$ cat config.mk
export PLATFORM = sky130hd
export DESIGN_NAME = ssd_state_decoder
export DESIGN_NICKNAME = d
export VERILOG_FILES = /design/src/ssd_pkg.sv /design/src/ssd_state_decoder.sv
export SDC_FILE = /design/constraint.sdc
export NUM_CORES = 1
export LEC_CHECK = 0
export BUFFER_PORTS_ARGS = -buffer_cell sky130_fd_sc_hd__clkbuf_2
export CAP_MARGIN = 10
export CORE_MARGIN = 3
export CORE_UTILIZATION = 31
export CTS_CLUSTER_SIZE = 30
export DETAILED_ROUTE_END_ITERATION = 8
export MAX_ROUTING_LAYER = met4
export SKIP_CTS_REPAIR_TIMING = 1
export SLEW_MARGIN = 20
export SYNTH_ARGS = -nofsm -noshare
export SYNTH_HDL_FRONTEND = slang
export SYNTH_SLANG_ARGS = --single-unit
$ cat constraint.sdc
create_clock -name clk -period 8.65 [get_ports clk]
set_input_delay 0.4325 -clock clk [delete_from_list [all_inputs] [get_ports clk]]
set_output_delay 0.4325 -clock clk [all_outputs]
set_load 0.01 [all_outputs]
$ cat src/ssd_pkg.sv
// shared types and constants of the state-setup command decoder
package ssd_pkg;

  // header field codes
  localparam logic [2:0] CMD_TYPE_GFX = 3'h3;
  localparam logic [1:0] SUBTYPE_COMMON = 2'h0;
  localparam logic [1:0] SUBTYPE_SINGLE_DW = 2'h1;
  localparam logic [2:0] OPCODE_PIPELINED = 3'h0;
  localparam logic [2:0] OPCODE_NONPIPELINED = 3'h1;
  localparam logic [7:0] SUBOP_BASE_ADDR = 8'h01;
  localparam logic [7:0] SUBOP_SYS_ROUTINE = 8'h02;
  localparam logic [7:0] SUBOP_PREFETCH = 8'h03;
  localparam logic [7:0] SUBOP_INVALIDATE = 8'h0f;
  localparam logic [7:0] LEN_BASE_ADDR = 8'h04;
  localparam logic [7:0] LEN_SYS_ROUTINE = 8'h00;
  localparam logic [7:0] LEN_PREFETCH = 8'h00;

  // dword index of each base-address body dword, and of the last one per command
  localparam logic [2:0] DW_GENERAL_BASE = 3'h1;
  localparam logic [2:0] DW_SURFACE_BASE = 3'h2;
  localparam logic [2:0] DW_INDIRECT_BASE = 3'h3;
  localparam logic [2:0] DW_GENERAL_BOUND = 3'h4;
  localparam logic [2:0] DW_INDIRECT_BOUND = 3'h5;
  localparam logic [2:0] DW_FIRST_BODY = 3'h1;
  localparam logic [2:0] DW_LAST_SHORT = 3'h1;

  localparam logic MODIFY_ENABLE = 1'h1;
  localparam logic [19:0] BOUND_OFF = 20'h00000;
  localparam logic [19:0] BOUND_ALL_ONES = 20'hfffff;

  // invalidate select bits in the single-dword command
  localparam int INV_MEDIA_BIT = 0;
  localparam int INV_CONST_BIT = 1;
  localparam int INV_PIPELINED_BIT = 2;

  // pointer classes tracked for validity
  localparam int PTR_PIPELINED = 0;
  localparam int PTR_COLOR_CALC = 1;
  localparam int PTR_CONST = 2;
  localparam int PTR_MEDIA = 3;
  localparam int PTR_CLASSES = 4;

  // register map (byte addresses)
  localparam logic [7:0] REG_CTRL = 8'h00;
  localparam logic [7:0] REG_STATUS = 8'h04;
  localparam logic [7:0] REG_GENERAL_BASE = 8'h08;
  localparam logic [7:0] REG_SURFACE_BASE = 8'h0c;
  localparam logic [7:0] REG_INDIRECT_BASE = 8'h10;
  localparam logic [7:0] REG_GENERAL_BOUND = 8'h14;
  localparam logic [7:0] REG_INDIRECT_BOUND = 8'h18;
  localparam logic [7:0] REG_SYS_ROUTINE = 8'h1c;
  localparam logic [7:0] REG_PTR_VALID = 8'h20;
  localparam int CTRL_ENABLE_BIT = 0;
  localparam int STATUS_BUSY_BIT = 0;
  localparam int STATUS_HDR_ERR_BIT = 1;
  localparam int STATUS_DRAIN_BIT = 2;
  localparam logic CTRL_ENABLE_RESET = 1'h1;

  typedef enum logic [1:0] {CHK_GENERAL_RD, CHK_GENERAL_WR, CHK_INDIRECT, CHK_INDIRECT_NODATA} ssd_chk_kind_t;
  typedef enum {ST_HEADER, ST_BODY, ST_DRAIN, ST_PREFETCH} ssd_state_t;
  typedef enum {CMD_BASE, CMD_SYS_ROUTINE, CMD_PREFETCH} ssd_cmd_t;

  typedef struct packed {
    logic [2:0] cmdType;
    logic [1:0] subType;
    logic [2:0] opcode;
    logic [7:0] subOpcode;
    logic [7:0] reserved;
    logic [7:0] dwLength;
  } ssd_header_t;

  typedef struct packed {
    logic [19:0] addr;
    logic [10:0] reserved;
    logic modify;
  } ssd_base_dw_t;

  typedef struct packed {
    logic [25:0] line;
    logic [2:0] reserved;
    logic [2:0] count;
  } ssd_prefetch_dw_t;

  typedef struct packed {
    logic [27:0] offset;
    logic [3:0] reserved;
  } ssd_sys_routine_dw_t;

  typedef struct packed {
    logic [19:0] generalBase;
    logic [19:0] surfaceBase;
    logic [19:0] indirectBase;
    logic [19:0] generalBound;
    logic [19:0] indirectBound;
    logic [31:0] sysRoutineAddr;
  } ssd_bases_t;

  typedef struct packed {
    logic valid;
    ssd_chk_kind_t kind;
    logic [31:0] addr;
  } ssd_chk_req_t;

  typedef struct packed {
    ssd_state_t fsm;
    ssd_cmd_t cmd;
    logic [2:0] idx;
    logic [2:0] last;
    ssd_bases_t bases;
    logic [27:0] sysRoutineOff;
    logic [25:0] pfLine;
    logic [2:0] pfLeft;
    logic [PTR_CLASSES-1:0] ptrValid;
    logic enable;
    logic hdrErr;
    logic [31:0] rdData;
    logic chkDone;
    logic chkZero;
  } ssd_state_vec_t;

endpackage : ssd_pkg

$ cat src/ssd_state_decoder.sv
// state-setup command decoder: base addresses, pointer invalidate, prefetch, system routine pointer
`timescale 1ns/1ns
module ssd_state_decoder
  import ssd_pkg::*;
(
  input wire logic clk,
  input wire logic rst,
  input wire logic clkEn,
  input wire logic cmdValid,
  input wire logic [31:0] cmdDword,
  output logic cmdReady,
  output logic drainReq,
  input wire logic pipeIdle,
  output logic pfReqValid,
  output logic [31:0] pfReqAddr,
  input wire logic pfReqReady,
  input wire logic [PTR_CLASSES-1:0] ptrLoad,
  output logic [PTR_CLASSES-1:0] ptrValid,
  output ssd_bases_t bases,
  input ssd_chk_req_t chkReq,
  output logic chkDone,
  output logic chkZero,
  input wire logic [7:0] regAddr,
  input wire logic [31:0] regWrData,
  input wire logic regWrStrobe,
  input wire logic regRdStrobe,
  output logic [31:0] regRdData
);

  ssd_state_vec_t s_q;
  ssd_state_vec_t s_d;
  ssd_header_t hdr;
  ssd_base_dw_t baseDw;
  ssd_prefetch_dw_t pfDw;
  ssd_sys_routine_dw_t sipDw;
  logic take;
  logic isBaseCmd;
  logic isSipCmd;
  logic isPrefetchCmd;
  logic isInvalidateCmd;

  assign hdr = ssd_header_t'(cmdDword);
  assign baseDw = ssd_base_dw_t'(cmdDword);
  assign pfDw = ssd_prefetch_dw_t'(cmdDword);
  assign sipDw = ssd_sys_routine_dw_t'(cmdDword);

  // commands stall entirely while draining or prefetching
  assign cmdReady = s_q.enable && (s_q.fsm == ST_HEADER || s_q.fsm == ST_BODY);
  assign take = cmdValid && cmdReady;
  assign drainReq = (s_q.fsm == ST_DRAIN);
  assign pfReqValid = (s_q.fsm == ST_PREFETCH);
  assign pfReqAddr = {s_q.pfLine, 6'h00};
  assign ptrValid = s_q.ptrValid;
  assign bases = s_q.bases;
  assign chkDone = s_q.chkDone;
  assign chkZero = s_q.chkZero;
  assign regRdData = s_q.rdData;

  // base, routine and prefetch matches include the length field, so a wrong length there is treated as unknown; invalidate ignores it
  assign isBaseCmd = hdr.cmdType == CMD_TYPE_GFX && hdr.subType == SUBTYPE_COMMON
    && hdr.opcode == OPCODE_NONPIPELINED && hdr.subOpcode == SUBOP_BASE_ADDR && hdr.dwLength == LEN_BASE_ADDR;
  assign isSipCmd = hdr.cmdType == CMD_TYPE_GFX && hdr.subType == SUBTYPE_COMMON
    && hdr.opcode == OPCODE_NONPIPELINED && hdr.subOpcode == SUBOP_SYS_ROUTINE && hdr.dwLength == LEN_SYS_ROUTINE;
  assign isPrefetchCmd = hdr.cmdType == CMD_TYPE_GFX && hdr.subType == SUBTYPE_COMMON
    && hdr.opcode == OPCODE_PIPELINED && hdr.subOpcode == SUBOP_PREFETCH && hdr.dwLength == LEN_PREFETCH;
  assign isInvalidateCmd = hdr.cmdType == CMD_TYPE_GFX && hdr.subType == SUBTYPE_SINGLE_DW
    && hdr.opcode == OPCODE_PIPELINED && hdr.subOpcode == SUBOP_INVALIDATE;

  always_comb
  begin
    s_d = s_q;
    s_d.rdData = 32'h00000000;
    s_d.chkDone = 1'b0;
    s_d.chkZero = 1'b0;

    // software writes first so a same-cycle hardware set wins over the clear
    if (regWrStrobe)
    begin
      if (regAddr == REG_CTRL)
        s_d.enable = regWrData[CTRL_ENABLE_BIT];
      if (regAddr == REG_STATUS && regWrData[STATUS_HDR_ERR_BIT])
        s_d.hdrErr = 1'b0;
    end

    unique case (s_q.fsm)
      ST_HEADER:
      begin
        if (take)
        begin
          s_d.idx = DW_FIRST_BODY;
          s_d.last = DW_LAST_SHORT;
          if (isBaseCmd)
          begin
            s_d.cmd = CMD_BASE;
            s_d.last = DW_INDIRECT_BOUND;
            s_d.fsm = ST_BODY;
          end
          else if (isSipCmd)
          begin
            s_d.cmd = CMD_SYS_ROUTINE;
            s_d.fsm = ST_BODY;
          end
          else if (isPrefetchCmd)
          begin
            s_d.cmd = CMD_PREFETCH;
            s_d.fsm = ST_BODY;
          end
          else if (isInvalidateCmd)
          begin
            // only selected classes drop; others keep their state
            if (cmdDword[INV_PIPELINED_BIT])
            begin
              s_d.ptrValid[PTR_PIPELINED] = 1'b0;
              s_d.ptrValid[PTR_COLOR_CALC] = 1'b0;
            end
            if (cmdDword[INV_CONST_BIT])
              s_d.ptrValid[PTR_CONST] = 1'b0;
            if (cmdDword[INV_MEDIA_BIT])
              s_d.ptrValid[PTR_MEDIA] = 1'b0;
          end
          else
            s_d.hdrErr = 1'b1;
        end
      end
      ST_BODY:
      begin
        if (take)
        begin
          unique case (s_q.cmd)
            CMD_BASE:
            begin
              // each dword is gated by its own modify flag; 0 keeps the old value
              if (baseDw.modify == MODIFY_ENABLE)
              begin
                unique case (s_q.idx)
                  DW_GENERAL_BASE: s_d.bases.generalBase = baseDw.addr;
                  DW_SURFACE_BASE: s_d.bases.surfaceBase = baseDw.addr;
                  DW_INDIRECT_BASE: s_d.bases.indirectBase = baseDw.addr;
                  DW_GENERAL_BOUND: s_d.bases.generalBound = baseDw.addr;
                  DW_INDIRECT_BOUND: s_d.bases.indirectBound = baseDw.addr;
                  default: s_d.hdrErr = s_q.hdrErr;
                endcase
              end
            end
            CMD_SYS_ROUTINE: s_d.sysRoutineOff = sipDw.offset;
            CMD_PREFETCH:
            begin
              s_d.pfLine = pfDw.line;
              s_d.pfLeft = pfDw.count;
            end
          endcase
          if (s_q.idx == s_q.last)
          begin
            if (s_q.cmd == CMD_BASE)
              s_d.fsm = ST_DRAIN;
            else if (s_q.cmd == CMD_PREFETCH)
              s_d.fsm = ST_PREFETCH;
            else
              s_d.fsm = ST_HEADER;
          end
          else
            s_d.idx = s_q.idx + 3'h1;
        end
      end
      ST_DRAIN:
      begin
        if (pipeIdle)
          s_d.fsm = ST_HEADER;
      end
      ST_PREFETCH:
      begin
        if (pfReqReady)
        begin
          if (s_q.pfLeft == 3'h0)
            s_d.fsm = ST_HEADER;
          else
          begin
            s_d.pfLeft = s_q.pfLeft - 3'h1;
            s_d.pfLine = s_q.pfLine + 26'h0000001;
          end
        end
      end
    endcase

    // a pointer load arriving with an invalidate leaves the class valid
    s_d.ptrValid = s_d.ptrValid | ptrLoad;

    // one pointer per context; follows base changes so every thread sees the same start
    s_d.bases.sysRoutineAddr = {s_d.bases.generalBase, 12'h000} + {s_d.sysRoutineOff, 4'h0};

    // range checks; bases are the ones that later fetches offset from
    if (chkReq.valid)
    begin
      s_d.chkDone = 1'b1;
      unique case (chkReq.kind)
        CHK_GENERAL_RD, CHK_GENERAL_WR:
          s_d.chkZero = s_q.bases.generalBound != BOUND_OFF
            && chkReq.addr[31:12] >= s_q.bases.generalBound;
        CHK_INDIRECT:
          s_d.chkZero = s_q.bases.indirectBound != BOUND_OFF
            && s_q.bases.indirectBound != BOUND_ALL_ONES
            && chkReq.addr[31:12] >= s_q.bases.indirectBound;
        CHK_INDIRECT_NODATA: s_d.chkZero = 1'b0;
      endcase
    end

    if (regRdStrobe)
    begin
      unique case (regAddr)
        REG_CTRL: s_d.rdData[CTRL_ENABLE_BIT] = s_q.enable;
        REG_STATUS:
        begin
          s_d.rdData[STATUS_BUSY_BIT] = s_q.fsm != ST_HEADER;
          s_d.rdData[STATUS_HDR_ERR_BIT] = s_q.hdrErr;
          s_d.rdData[STATUS_DRAIN_BIT] = s_q.fsm == ST_DRAIN;
        end
        REG_GENERAL_BASE: s_d.rdData = {s_q.bases.generalBase, 12'h000};
        REG_SURFACE_BASE: s_d.rdData = {s_q.bases.surfaceBase, 12'h000};
        REG_INDIRECT_BASE: s_d.rdData = {s_q.bases.indirectBase, 12'h000};
        REG_GENERAL_BOUND: s_d.rdData = {s_q.bases.generalBound, 12'h000};
        REG_INDIRECT_BOUND: s_d.rdData = {s_q.bases.indirectBound, 12'h000};
        REG_SYS_ROUTINE: s_d.rdData = s_q.bases.sysRoutineAddr;
        REG_PTR_VALID: s_d.rdData[PTR_CLASSES-1:0] = s_q.ptrValid;
        default: s_d.rdData = 32'h00000000;
      endcase
    end
  end

  always_ff @(posedge clk)
  begin
    if (rst)
    begin
      s_q <= '0;
      s_q.fsm <= ST_HEADER;
      s_q.cmd <= CMD_BASE;
      s_q.enable <= CTRL_ENABLE_RESET;
    end
    else if (clkEn)
      s_q <= s_d;
  end

  logic baseBody;
  assign baseBody = take && s_q.fsm == ST_BODY && s_q.cmd == CMD_BASE;
endmodule : ssd_state_decoder

* After elaboration in Yosys (flattened, before gate mapping)
Index checks and enable logic that the tools add are counted.
Storage, ports and cells: output and inout port bits 205, flip-flop bits (word level) 299, logic and storage cells 180
Cells by class: bitwise operators 1, add/subtract/negate cells 4, magnitude comparators 2, reductions and logical operators 48, mux-type cells 60, equal/unequal tests 46
Operators by type and width (number):
- 100-bit 2-to-1 mux | 4
- 32-bit 2-to-1 mux | 7
- 64-bit 2-to-1 mux | 3
- 28-bit case mux with 6 select lines | 1
- 32-bit by 2-bit == test with 1-bit output, second input constant | 4
- 32-bit logical NOT | 4
- 32-bit case mux with 4 select lines | 1
- 20-bit 2-to-1 mux | 5
- 32-bit by 3-bit == test with 1-bit output, second input constant | 3
- 29-bit 2-to-1 mux | 3
- 70-bit 2-to-1 mux | 1
- 32-bit by 1-bit == test with 1-bit output, second input constant | 2
- 29-bit case mux with 2 select lines | 1
- 57-bit 2-to-1 mux | 1
- 28-bit 2-to-1 mux | 2
- 20-bit greater-or-equal comparator | 2
- 20-bit nonzero test | 2
- 32-bit adder | 1
- 8-bit by 5-bit == test with 1-bit output, second input constant | 4
- 32-bit nonzero test | 1
- 6-bit AND reduction | 5
- 26-bit by 1-bit adder with 26-bit output, second input constant | 1
- 8-bit by 4-bit == test with 1-bit output, second input constant | 3
- 4-bit 2-to-1 mux | 6
- 40 further kinds | 94

* Depth between registers and ports, before layout
Gate-level depths: netlist (run 1).
depth in word-level cells 11, depth in mapped cells 18

* Worst setup path before layout (run 1)
Ideal clock, no wire load.
path kind input-to-reg, start point in cmdValid, end point reg s_q (netlist bit bases[30]), required time 8.522 ns, slack 4.637 ns, data arrival time 3.885 ns, stages 16, cells stage by stage nand4b_1 nor2_1 clkbuf_1 buf_1 mux2_2 ha_1 fa_1 a21o_1 a21oi_1 a32oi_2 o21ai_2 a21bo_2 o221a_1 o21ai_2 mux2i_1 o21ai_1
RTL lines:
- start: declaration | RTL line ssd_state_decoder.sv:9 | input wire logic cmdValid,
- end: declaration | RTL line ssd_state_decoder.sv:30 | ssd_state_vec_t s_q;

==> flow_summary_export.csv, run 1 <==
group,metric,value,unit
grt,grt_pass1_wl,74200,um
layout,layout_common_cells,"nand2_1, clkbuf_2, dfxtp_1",
layout,nets,2002,
setup_path,cp_top_family,"compound AO/OA/AOI/OAI gates",
routing,drt-initial-drc-count,1150,
layout,mostFrequentLayoutCell,"nand2_1",
synthesis,syn_avg_cell_area,7.674,sq um
synthesis,async_reset_ff_share,0,%
setup_path,crit_chain,"nand2b_1, nor2_1, buf_4, mux2_2, ha_1, fa_1, a21o_1, a21oi_1, a32oi_2, o21ai_2, a21bo_2, o221a_1, o21ai_2, mux2i_1, o21ai_1",
cts,clockBufferDepth,3,
synthesis,synth_edf_count,0,
synthesis,synth-seq-cells,226,
routing,drt_pass1_iterations,5,
floorplanning,core_area,43650,sq um
timing,setup_viol,0,
grt,grt_max_degree,126,
place,place.port_buffers,271,
place,placedCellCount,2370,
setup_path,worst-path-buf-inv,1,
floorplanning,row_count,76,
grt,gr-total-overflow,0,
place,place_hpwl,36470,um
cts,clk_pin_slew_worst_paths,0.06,ns
routing,vias_per_cell,5.270,
setup_path,start_kind,"flop",
setup_path,end_kind,"flop",
synthesis,synth_ff_type,"dfxtp_1",
power,ir_worst_vdd,0.1376,mV
grt,grt_pass1_vias,11814,
synthesis,synth_seq_area_share,32.56,%
synthesis,yosys.area.top_type_share,32.56,%
synthesis,syn_inst,1811,
setup_path,worstPathRequired,9.06,ns
power,p_leak,6.123,nW
layout,area_growth_syn_to_layout,9.003,%
setup_path,max_stage_delay,0.61,ns
routing,route.detailed.drc,0,
grt,antenna_found_initial,0,
cts,h-tree-depth,1,
timing,fin_crit,4.353,ns
power,powerDensity,163.7,nW/um^2
routing,ant_nets,0,
grt,track_usage,20.76,%
floorplanning,die_y,217.7,um
timing,maxSlewHeadroom,23.41,%
cts,cts_tree,"yes",
timing,worstMarginPinSlew,1.140,ns
floorplanning,die_x,217.7,um
setup_path,arrival,4.76,ns
setup_path,reg2reg_slack,4.30,ns
setup_path,worst-path-max-fanout,22,
synthesis,ys_types,63,
timing,clock.fmax,229.7,MHz
layout,finalNonFillerCells,2423,
setup_path,cp_slowest_cell,"dfxtp_1",
cts,clk_latency,0.56,ns
timing,period_share,50.32,%
routing,wl_per_cell,20.75,um
timing,slew_violations,0,
timing,fin_skew,0.01170,ns
synthesis,yosys.area.top_type,"dfxtp_1",
layout,drive_above_1_share,20.41,%
setup_path,cp_common_cell,"o21ai_2",
synthesis,netlist_top_cells_area,"dfxtp_1, buf_4, nand2_1",
floorplanning,dieArea,47410,sq um
timing,tns,0,ns
worst_hold_path,min_path_type,"in -> reg",
status,status,"completed",
job,cap_violations,0,
floorplanning,ioPinCount,324,
synthesis,yosysWarnings,0,
setup_path,critPathKind,"reg -> reg",
routing,route.vias.total,12769,
timing,final-hold-violation-count,0,
cts,cts_root_buf,"clkbuf_16",
place,gp_congestion,0.9338,
cts,cts_sinks,226,
floorplanning,start_util,31.84,%
cts,numCtsBuffers,29,
routing,drt-total-wl,50290,um
synthesis,synth_area,13900,sq um
timing,rsz0062_at_grt,"no",
-- synthesized netlist by cell type, types with 5 or more instances --
cell      count
mux2i_1      53
a31oi_1      10
a21oi_1     184
nor4_1       22
ha_1         66
mux2_2       34
a222oi_1      6
and3_1       13
or3_1         5
a211oi_1     19
a22oi_1      48
xnor2_1      16
and2_1        5
clkbuf_1    108
dfxtp_1     226
xor2_1        7
nand2_1     300
a21o_1       25
o21ai_0      39
a221oi_1     19
nand3_1      24
o22ai_1      16
nor2b_1       8
inv_1        62
nor2_1      159
nor3_1       42
buf_1         5
nand4_1      19
nand2b_1      7
buf_4       200
-- per-stage QoR --
stage	setup slack [ns]	area [sq um]	total power, mW	hold WS [ns]	utilization [%]
floorplan	4.637	13930	1.189	0.4338	-
global placement	4.404	14170	1.253	0.4409	32.46
detailed placement	4.323	14170	1.256	0.4461	32.46
CTS	4.285	15140	2.497	0.08740	34.70
global route	3.940	15150	2.553	0.1067	34.70
finish	4.297	15150	2.480	0.1042	34.71
-- worst reg2reg max path: cells and delay by family, from the launching register on --
family	cells	cell delay, ns
AO/OA/AOI/OAI	8	1.57
adder cells (fa/ha/maj)	2	0.65
flip-flops	1	0.61
multiplexers	2	0.54
AND/OR/NAND/NOR	2	0.50
buffers and inverters	1	0.32
-- layer usage --
layer  wire [um]  share of wire, %  global-route usage [%]  vias up
li1            -                 -                       -     6084
met3        3864               7.7                   3.135       77
met4        1333               2.7                   5.980        0
met5           0                 0                       -        -
met2       23120                46                   33.11      524
met1       21970                44                   27.39     6084
-- layout make-up --
type,instances,area (sq um)
diodes,1,2.502
clock buffers,42,834.6
clock inverters,10,141.4
fillers,4558,28500
inverters,63,236.5
multi-input cells,1214,7232
flip-flops and latches,226,4524
well taps,585,732.0
repair buffers,282,1445
-- power by group --
| part | total (mW) | internal (mW) | switching (mW) | leakage [nW] |
|---|---|---|---|---|
| logic | 0.176 | 0.0542 | 0.122 | 3.83 |
| registers | 1.06 | 1.05 | 0.00935 | 1.82 |
| clock network | 1.25 | 0.756 | 0.489 | 0.472 |
-- worst paths after layout --
kind	startpoint	to	cells past startpoint
hold / removal	regWrData[0]	s_q[35]$_SDFFE_PP1P_	3
hold reg to reg	s_q[86]$_SDFFE_PP0P_	s_q[86]$_SDFFE_PP0P_	2
setup reg to reg	s_q[267]$_SDFFE_PP0P_	bases[30]$_SDFFE_PP0P_	15
setup / recovery	s_q[267]$_SDFFE_PP0P_	bases[30]$_SDFFE_PP0P_	15
-- state kept, by name, indices dropped and copies added, names as in the netlist --
register	cells
bases	120
s_q	42
regRdData	32
pfReqAddr	26
ptrValid	4
chkDone	1
chkZero	1
-- cell families after synthesis --
| family | after synthesis | share of synthesized area (%) |
|---|---|---|
| mux | 87 | 6.572 |
| buf+inv | 380 | 15.70 |
| compound gates | 403 | 18.08 |
| fa+ha+maj | 67 | 6.086 |
| simple gates | 624 | 19.53 |
| other cells | 1 | 0.02698 |
| xor+xnor | 23 | 1.450 |
| flops | 226 | 32.56 |
No activity file was read; power rests on OpenSTA's default activity.
==> run 2: changes to the inputs <==
==> constraint.sdc (replaced) <==
create_clock -name clk -period 4.22 [get_ports clk]
set_input_delay 0.211 -clock clk [delete_from_list [all_inputs] [get_ports clk]]
set_output_delay 0.211 -clock clk [all_outputs]
set_load 0.01 [all_outputs]
==> flow_summary_export.csv, run 2 (same netlist as run 1, synthesis figures left out) <==
group,metric,value,unit
floorplanning,start_util,31.84,%
power,p_leak,6.212,nW
routing,route.detailed.drc,0,
routing,ant_nets,0,
timing,period_share,91.95,%
routing,drt-total-wl,51330,um
timing,slew_violations,0,
cts,cts_sinks,226,
place,place.port_buffers,271,
layout,final_area,15310,sq um
layout,fill_cells,4562,
setup_path,end_kind,"flop",
floorplanning,die_x,217.7,um
routing,vias_per_cell,5.279,
place,place_area,14260,sq um
grt,gr-usage-met3,3.706,%
floorplanning,row_count,76,
timing,rsz0062_at_grt,"no",
power,ir_worst_vdd,0.2811,mV
timing,fin_skew,0.02146,ns
place,placedCellCount,2381,
timing,setup_viol,0,
layout,largest_register_ffs,120,
floorplanning,dieArea,47410,sq um
job,cap_violations,0,
status,status,"finished with violations",
timing,fin_ws,0.3395,ns
grt,antenna_found_initial,1,
timing,final-hold-violation-count,1,
routing,drt_pass1_iterations,5,
place,place_hpwl,37370,um
floorplanning,core_area,43650,sq um
floorplanning,die_y,217.7,um
grt,grt_max_degree,104,
routing,route.vias.total,12923,
cts,h-tree-depth,1,
layout,ff_latch_area,4524,sq um
cts,cts_tree,"yes",
place,gp_congestion,0.9614,
grt,met2_usage,34.05,%
layout,finalNonFillerCells,2448,
setup_path,max_stage_delay,0.47,ns
cts,clk_latency,0.56,ns
layout,drive_above_1_share,20.57,%
setup_path,arrival,4.30,ns
layout,nets,2026,
timing,worstMarginPinSlew,1.050,ns
routing,wl_per_cell,20.97,um
setup_path,worstPathRequired,4.64,ns
timing,tns,0,ns
place,pre_cts_slack,0.4440,ns
routing,drt-initial-drc-count,1202,
timing,maxSlewHeadroom,29.80,%
worst_hold_path,min_path_type,"in -> reg",
setup_path,crit_chain,"inv_1, ha_1, nor2b_1, and3_1, nand2_1, nand2_1, ha_1, fa_1, a21o_1, a21oi_1, a32oi_2, o21ai_2, a21bo_2, o221a_1, o21ai_2, mux2i_1, o21ai_1",
setup_path,cp_slowest_cell,"dfxtp_1",
power,powerDensity,320.2,nW/um^2
layout,area_growth_syn_to_layout,10.15,%
grt,grt_pass1_wl,75960,um
cts,clk_pin_slew_worst_paths,0.06,ns
grt,track_usage,21.20,%
grt,grt_busiest_layer,"met2",
floorplanning,ioPinCount,324,
setup_path,critPathKind,"reg -> reg",
cts,numCtsBuffers,28,
grt,grt_use_met1,27.68,%
setup_path,worst-path-max-fanout,8,
layout,utilization,35.07,%
layout,mostFrequentLayoutCell,"nand2_1",
grt,grt_pass1_vias,12157,
status,violations,"negative hold slack",
timing,clock.fmax,257.7,MHz
cts,cts_root_buf,"clkbuf_16",
cts,clockBufferDepth,3,
layout,multi_input_area,7229,sq um
grt,gr-total-overflow,0,
timing,whs,-0.02131,ns
setup_path,start_kind,"flop",
layout,layout_common_cells,"nand2_1, clkbuf_2, dfxtp_1",
timing,fin_crit,3.880,ns
==> run 2: worst max-delay path: cells and delay by family (launching register included) <==
kind	cells	cell delay [ns]
flip-flops	1	0.47
buffers and inverters	1	0.10
AND/OR/NAND/NOR	4	0.60
adder cells (fa/ha/maj)	3	0.86
AO/OA/AOI/OAI	8	1.57
multiplexers	1	0.15
==> run 2: routing by layer <==
layer  share of wire (%)  routed length (um)
met1                  44               22480
met4                 2.3                1202
met3                 7.7                3951
met5                   0                   0
met2                  46               23690
==> run 2: report_power, final <==
group	internal [mW]	total [mW]	switching, mW
sequential	2.15	2.17	0.0185
clock	1.39	2.35	0.963
combinational	0.122	0.380	0.258
==> run 2: final timing paths <==
| check | cells after the start | slack (ns) | from | to |
|---|---|---|---|---|
| setup reg to reg | 17 | 0.34 | s_q[233]$_SDFFE_PP0P_ | bases[30]$_SDFFE_PP0P_ |
| hold reg to reg | 2 | 0.45 | s_q[83]$_SDFFE_PP0P_ | s_q[83]$_SDFFE_PP0P_ |
| hold / removal | 4 | -0.02 | regWrData[1] | s_q[34]$_SDFFE_PP0P_ |
| setup / recovery | 17 | 0.34 | s_q[233]$_SDFFE_PP0P_ | bases[30]$_SDFFE_PP0P_ |
==> run 2: layout make-up <==
cell class | instances | share of cell area, %
inverter | 63 | 1.545
clock inverter | 9 | 0.5558
timing repair buffer | 307 | 10.98
multi-input combinational | 1214 | 47.23
tap | 585 | 4.782
antenna | 1 | 0.01635
sequential | 226 | 29.56
clock buffer | 43 | 5.338
==> run 2: stage by stage <==
stage | hold WS (ns) | total power, mW
after detailed placement | 0.4447 | 2.579
final | -0.02131 | 4.901
after global routing | 0.02880 | 5.052
after CTS | -0.1233 | 4.924
after floorplan | 0.3403 | 2.437
after global placement | 0.4403 | 2.573
